File: src/design/mif_pkg.sv
package mif_pkg;
	// ******************************************
	// register map (printed offsets are indices)
	// ******************************************
	localparam logic [11:0] MIF_IDX_CAUSE  = 12'h004;
	localparam logic [11:0] MIF_IDX_MASK   = 12'h006;
	localparam logic [11:0] MIF_ADDR_CAUSE = 12'h010;
	localparam logic [11:0] MIF_ADDR_MASK  = 12'h018;
	localparam logic [15:0] MIF_CAUSE_RST  = 16'h0000;
	localparam logic [15:0] MIF_MASK_RST   = 16'h0000;
	localparam logic [15:0] MIF_VALID_BITS = 16'hdf07;

	// ******************************************
	// cause and enable bit positions
	// ******************************************
	localparam int MIF_B_OVERRUN  = 15;
	localparam int MIF_B_DONE     = 14;
	localparam int MIF_B_REVERSAL = 12;
	localparam int MIF_B_ZX_LOSS  = 11;
	localparam int MIF_B_LOW_V    = 10;
	localparam int MIF_B_HIGH_V   = 9;
	localparam int MIF_B_EXCESS_I = 8;
	localparam int MIF_B_WRAP     = 2;
	localparam int MIF_B_SUM      = 1;
	localparam int MIF_B_SUPPLY   = 0;

	localparam int MIF_NUM_VCH = 3;

	typedef struct packed {
		logic [15:0]            cause;
		logic [15:0]            mask;
		logic                   irq_n;
		logic [31:0]            hrdata;
		logic                   wr_pend;
		logic [11:0]            wr_addr;
		logic                   busy;
		logic                   primed;
		logic                   dir;
		logic [15:0]            chk;
		logic [MIF_NUM_VCH-1:0] uv_hold;
	} mif_state_t;
endpackage

File: src/design/mif_irq_flags.sv
`timescale 1ns/10ps
// What this block does
// RQ1 - cause bits stay set until host clears them; set wins over clear
// RQ2 - bit 15 set when a new cycle starts before the last one finished
// RQ3 - host should raise the sample interval after an overrun
// RQ4 - bit 14 set whenever a computation cycle completes
// RQ5 - bit 12 set when real energy flow direction reverses
// RQ6 - bit 11 set when zero crossings are lost past the timeout
// RQ7 - bit 10 set when a voltage stays at or below limit a whole cycle
// RQ8 - bit 9 set when a voltage rises above the high limit
// RQ9 - bit 8 set when a current rises above the excess limit
// RQ10 - bit 2 set when any energy accumulator wraps out of its msb
// RQ11 - bit 1 set when the settings checksum changes value
// RQ12 - host should examine every settings checksum change
// RQ13 - bit 0 set when supply failure is imminent
// RQ14 - host should save state on a supply failure warning
// RQ15 - enable mask lets each cause bit drive the interrupt line
// RQ16 - active-low line asserts on checksum change when enable bit 1 set
// RQ17 - line asserted while any cause and enable pair set, released otherwise
// RQ18 - reserved bits 13 and 7..3 read zero and ignore writes
module mif_irq_flags
(
	// ******************************************
	// clock and reset
	// ******************************************
	input  wire logic                            hclk,
	input  wire logic                            hresetn,
	// ******************************************
	// ahb-lite slave
	// ******************************************
	input  wire logic                            hsel,
	input  wire logic [31:0]                     haddr,
	input  wire logic [1:0]                      htrans,
	input  wire logic                            hwrite,
	input  wire logic [2:0]                      hsize,
	input  wire logic [31:0]                     hwdata,
	input  wire logic                            hready,
	output logic      [31:0]                     hrdata,
	output logic                                 hreadyout,
	output logic                                 hresp,
	// ******************************************
	// measurement engine events
	// ******************************************
	input  wire logic                            cycle_start,
	input  wire logic                            cycle_done,
	input  wire logic                            energy_reverse,
	input  wire logic                            zero_cross_lost,
	input  wire logic [mif_pkg::MIF_NUM_VCH-1:0] voltage_below,
	input  wire logic                            high_voltage_over,
	input  wire logic                            excess_current_over,
	input  wire logic                            accumulator_wrap,
	input  wire logic [15:0]                     settings_checksum,
	input  wire logic                            supply_fail_warn,
	// ******************************************
	// host interrupt line
	// ******************************************
	output logic                                 irq_n
);
	import mif_pkg::*;

	mif_state_t s_q;
	mif_state_t s_d;
	logic       sel;
	logic [15:0] evt;
	logic [15:0] clr;
	logic [MIF_NUM_VCH-1:0] hold_now;

	// ******************************************
	// next state
	// ******************************************
	always_comb
	begin
		s_d      = s_q;
		evt      = 16'h0000;
		clr      = 16'h0000;
		hold_now = s_q.uv_hold & voltage_below;
		sel      = hsel & htrans[1] & hready;

		// a start that coincides with a done is a clean hand-over
		evt[MIF_B_OVERRUN] = cycle_start & s_q.busy & ~cycle_done; // [RQ2]
		evt[MIF_B_DONE]    = cycle_done; // [RQ4]
		if (cycle_start)
		begin
			s_d.busy = 1'b1;
		end
		else if (cycle_done)
		begin
			s_d.busy = 1'b0;
		end

		// first cycle after reset only learns the levels, no false change
		s_d.primed = 1'b1;
		s_d.dir    = energy_reverse;
		s_d.chk    = settings_checksum;
		evt[MIF_B_REVERSAL] = s_q.primed & (energy_reverse != s_q.dir); // [RQ5]
		evt[MIF_B_SUM]      = s_q.primed & (settings_checksum != s_q.chk); // [RQ11]

		// per channel: below the limit on every clock since the cycle began
		if (cycle_done && s_q.busy)
		begin
			evt[MIF_B_LOW_V] = |hold_now; // [RQ7]
		end
		if (cycle_start)
		begin
			s_d.uv_hold = voltage_below;
		end
		else
		begin
			s_d.uv_hold = hold_now;
		end

		evt[MIF_B_ZX_LOSS]  = zero_cross_lost; // [RQ6]
		evt[MIF_B_HIGH_V]   = high_voltage_over; // [RQ8]
		evt[MIF_B_EXCESS_I] = excess_current_over; // [RQ9]
		evt[MIF_B_WRAP]     = accumulator_wrap; // [RQ10]
		evt[MIF_B_SUPPLY]   = supply_fail_warn; // [RQ13]

		// data phase of a write: one to clear cause, plain store to mask
		if (s_q.wr_pend && s_q.wr_addr == MIF_ADDR_CAUSE)
		begin
			clr = hwdata[15:0];
		end
		if (s_q.wr_pend && s_q.wr_addr == MIF_ADDR_MASK)
		begin
			s_d.mask = hwdata[15:0] & MIF_VALID_BITS; // [RQ18]
		end
		// event in the clearing cycle survives
		s_d.cause = ((s_q.cause & ~clr) | evt) & MIF_VALID_BITS; // [RQ1] [RQ18]

		s_d.irq_n = ~|(s_d.cause & s_d.mask); // [RQ15] [RQ16] [RQ17]

		// address phase
		s_d.wr_pend = sel & hwrite;
		s_d.wr_addr = haddr[11:0];
		if (sel && !hwrite)
		begin
			if (haddr[11:0] == MIF_ADDR_CAUSE)
			begin
				s_d.hrdata = {16'h0000, s_d.cause};
			end
			else if (haddr[11:0] == MIF_ADDR_MASK)
			begin
				s_d.hrdata = {16'h0000, s_d.mask};
			end
			else
			begin
				s_d.hrdata = 32'h0000_0000;
			end
		end
	end

	// ******************************************
	// state register
	// ******************************************
	always_ff @(posedge hclk or negedge hresetn)
	begin
		if (!hresetn)
		begin
			s_q.cause   <= MIF_CAUSE_RST;
			s_q.mask    <= MIF_MASK_RST;
			s_q.irq_n   <= 1'b1;
			s_q.hrdata  <= 32'h0000_0000;
			s_q.wr_pend <= 1'b0;
			s_q.wr_addr <= 12'h000;
			s_q.busy    <= 1'b0;
			s_q.primed  <= 1'b0;
			s_q.dir     <= 1'b0;
			s_q.chk     <= 16'h0000;
			s_q.uv_hold <= '0;
		end
		else
		begin
			s_q <= s_d;
		end
	end

	// zero wait state, always okay
	assign hreadyout = 1'b1;
	assign hresp     = 1'b0;
	assign hrdata    = s_q.hrdata;
	assign irq_n     = s_q.irq_n;
endmodule

File: config.mk
export PLATFORM = sky130hd
export DESIGN_NAME = mif_irq_flags
export DESIGN_NICKNAME = d
export VERILOG_FILES = /design/src/design/mif_pkg.sv /design/src/design/mif_irq_flags.sv
export SDC_FILE = /design/constraint.sdc
export NUM_CORES = 1
export LEC_CHECK = 0
export BUFFER_PORTS_ARGS = -buffer_cell sky130_fd_sc_hd__buf_2
export CAP_MARGIN = 20
export CORE_UTILIZATION = 25
export CTS_CLUSTER_DIAMETER = 120
export CTS_CLUSTER_SIZE = 14
export DETAILED_ROUTE_END_ITERATION = 16
export SLEW_MARGIN = 20
export SYNTH_ARGS = -nofsm -noshare
export SYNTH_HDL_FRONTEND = slang
export SYNTH_SLANG_ARGS = --single-unit
File: constraint.sdc
create_clock -name hclk -period 4.8 [get_ports hclk]
set_clock_uncertainty 0.2 [all_clocks]
set_input_delay 0.24 -clock hclk [delete_from_list [all_inputs] [get_ports hclk]]
set_output_delay 0.24 -clock hclk [all_outputs]
set_load 0.02 [all_outputs]
[Yosys cells after proc, flatten, opt, wreduce, memory -nomap -nowiden]
Index checks and enable logic that the tools add are counted.
Cells by class
  eq/ne operators: 6
  multiplexer cells: 8
  bitwise logic cells: 13
  reductions and logical operators: 9
Operators with widths (count)
  $mux W16: 4
  $eq A12 B5 Y1 const B: 4
  $and A16 B16 Y16: 2
  $ne A16 B16 Y1: 1
  $not A16 Y16: 1
  $or A16 B16 Y16: 1
  $reduce_or A16 Y1: 1
  $and A1 B1 Y1: 7
  $logic_and A1 B1 Y1: 4
  $and A3 B3 Y3: 1
  $mux W1: 3
  $mux W3: 1
  $reduce_or A3 Y1: 1
  $logic_not A1 Y1: 2
  $reduce_bool A2 Y1: 1
  $ne A1 B1 Y1: 1
  $not A1 Y1: 1
Word-level totals
  bits in registers: 94
  input port bits: 101
  output and inout port bits: 35
  logic and storage cells: 47

[Depth between registers and ports, before layout]
  word-level depth: 9
  gate-level depth with buffers: 7

[Worst setup path after synthesis]
No wires, ideal clock.
  path type: flip-flop to flip-flop
  start point: register s_q[29] (netlist name)
  end point: register, netlist name irq_n
  library setup time: 63 ps
  arrival: 1808 ps
  path slack: 2729 ps
  cell stages (with the launch flop): 8
  path buffers: 1
  cells stage by stage: dfrtp_1 > nor4_4 > and4b_1 > buf_6 > nand2_2 > a22o_1 > a222oi_1 > and4_1
RTL lines
  start, declared: RTL line mif_irq_flags.sv:61  | mif_state_t s_q;

[Final worst setup path]
  start point: input htrans[1]
  end point: register, netlist name hrdata[6]
Between the ends
  longest elaborated chain between the ends: 3
Ends and longest elaborated chain
  start, declared: RTL line mif_irq_flags.sv:33  | input wire logic [1:0] htrans,
  $and A1 B1 Y1 (2 in a row): RTL line mif_irq_flags.sv:77  | sel = hsel & htrans[1] & hready;
  $logic_and A1 B1 Y1: RTL line mif_irq_flags.sv:135  | if (sel && !hwrite)
Every way passes these cells.
A chain may end at the register's enable or synchronous reset.

==> flow_summary.ini <==
[run_status]
status = completed

[route]
vias_per_cell = 3.98
dr.pass1.iters = 7
drc = 0
wl_per_cell_um = 12.9
route.vias.total = 2172
antenna_left = 0
drtIter0Drc = 84
drt-total-wl_um = 7030

[global_route]
grt_pass1_wl_um = 11200
overflow = 0
grt.total_usage_pct = 11.5
grt_max_degree = 79
antenna_found_initial = 0
grt_pass1_vias = 2218

[layout]
diodes = 0
most-common-layout-cells = 77 x dfrtp_1, 70 x buf_2, 52 x dlygate4sd3_1
areaGrowthSynthToFinish_pct = 35.5
fin_nets = 474
drive_above_1_share_pct = 26.2
fin_cells = 546
final_common_cell = dfrtp_1

[timing]
setup_tns_ns = 0
slew_viol_final = 0
max_freq_mhz = 370
hold_violations = 0
fin_crit_sh_pct = 56.3
finalSetupViolCount = 0
rsz0062_at_grt = false
relSlewSlack_pct = 47.3
tightest_slew_ns = 0.786
period_minus_slack_ns = 2.70
fin_ws_ns = 2.10

[die]
dieArea_um2 = 13200
io_pins = 136
num_rows = 40
coreArea_um2 = 12200
initial_core_util_pct = 26.1
die_height_um = 115
die_w_um = 115

[place]
gp_congestion = 0.746
dpl.hpwl_um = 4680
dpl.cell_count = 478
place_ws_ns = 2.15
portBuffers = 71

[cts]
clk_path_buf_depth = 2
clk_latency_ns = 0.33
post_cts_resized = 0
clk_pin_slew_ns = 0.06
clock_sinks = 78
cts_root_buf = clkbuf_16
h-tree-depth = 3
cts_tree = yes
cts_buffers = 9

[synth]
netlist_instances = 261
synth.avg_cell_area_um2 = 12.2
ys_seq_elements = 78
synth_top_flop_cell = dfrtp_1
async_flop_share_pct = 100
synth_edf_count = 0
ys_warn_count = 0
seq_area_frac_synth_pct = 61.2
synth_area_um2 = 3190
ys_types = 33

[power_and_ir_drop]
power.density_nw_per_um2 = 329
peakVddDrop_mv = 0.127
p_leak_nw = 2.10

[critical_path]
cp_common_cell = nand4b_1
slowest_delay_ns = 0.70
cp_top_family = simple AND/OR/NAND/NOR gates
cp-start-kind = input port
regToRegSetupSlack_ns = 2.29
cp_data_arrival_time_ns = 2.75
cp_cell_sequence = dlygate4sd3_1, buf_2, nand4b_1, nand4b_1, inv_1, nand2_1, o21ai_0
slowest_stage = nand4b_1
crit_required_ns = 4.85
worst-path-max-fanout = 17
critical_path_class = in2reg
path_buf_inv = 3
end_kind = flip-flop

[min_path]
min_path_type = in2reg

[run]
drv_cap = 0
-- Yosys cell counts, drive strengths merged (3+ instances only) --
master | number | area [um^2]
a22o | 4 | 35.0
clkbuf | 3 | 11.3
nor4 | 7 | 73.8
mux2i | 9 | 90.1
xor2 | 17 | 149
buf | 36 | 278
dfrtp | 77 | 1930
nand2 | 36 | 138
inv | 14 | 52.6
a21o | 4 | 30.0
o21ai | 20 | 100
a222oi | 3 | 30.0
o21a | 3 | 22.5
mux2 | 6 | 67.6
-- stage by stage --
stage | cell area (um^2) | total power [mW] | utilization (%) | hold WS, ns
floorplan | 3260 | 0.749 | - | -0.256
global placement | 3540 | 0.786 | 29.0 | 0.164
detailed placement | 3540 | 0.790 | 29.0 | 0.163
CTS | 4320 | 1.46 | 35.4 | 0.00189
global route | 4330 | 1.50 | 35.4 | 0.0132
finish | 4330 | 1.43 | 35.4 | 0.0173
-- kinds of logic (layout without fill, tap and decap cells) --
kind of cell	after synthesis	in the layout	share of synthesized area (%)
multiplexers	15	15	4.94
AND/OR/NAND/NOR	57	57	10.3
AO/OA/AOI/OAI	39	39	7.95
XOR/XNOR	17	17	4.66
other	2	19	0.235
flip-flops	78	78	61.2
buffers and inverters	53	153	10.7
-- worst min-delay path, stage by stage --
cell and delay [ns]:
buf_2 0.11, nor2_1 0.08, a31oi_1 0.07
-- flip-flops by register name, summed over array words and instances, names as in the netlist --
register / count
hrdata: 16
s_q: 61
irq_n: 1
-- metal layers --
| layer | routed length [um] | track usage [%] |
|---|---|---|
| met1 | 3120 | 13.9 |
| met2 | 3410 | 18.4 |
| met3 | 327 | 2.74 |
| met4 | 172 | 7.53 |
| met5 | 0 | 0 |
-- layout make-up --
cell class	count	area (um^2)
Fill cell	1255	7880
Sequential cell	78	1950
Multi-Input combinational cell	147	962
Timing Repair Buffer	123	882
Clock buffer	11	243
Tap cell	168	210
Inverter	14	52.6
Clock inverter	5	25.0
-- power breakdown --
group | total, mW | switching [mW] | leakage (nW) | internal (mW)
logic | 0.123 | 0.0617 | 1.03 | 0.0611
registers | 0.687 | 0.00936 | 0.933 | 0.678
clock network | 0.615 | 0.256 | 0.139 | 0.359
-- repair_timing --
item,CTS,global route
endpoints found under the setup margin,0,0
hold endpoints to repair,126,0
buffers inserted,0,0
hold buffers,52,0
-- final timing paths --
path | start | endpoint | depth (start not counted)
setup / recovery | htrans[1] | hrdata[6] | 7
hold / removal | zero_cross_lost | s_q[95] | 3
setup reg to reg | s_q[29] | irq_n | 6
hold reg to reg | s_q[81] | s_q[81] | 2
max in group asynchronous | hresetn | s_q[78] | 2
min in group asynchronous | hresetn | s_q[23] | 2
Power figures use the tool's default switching activity.
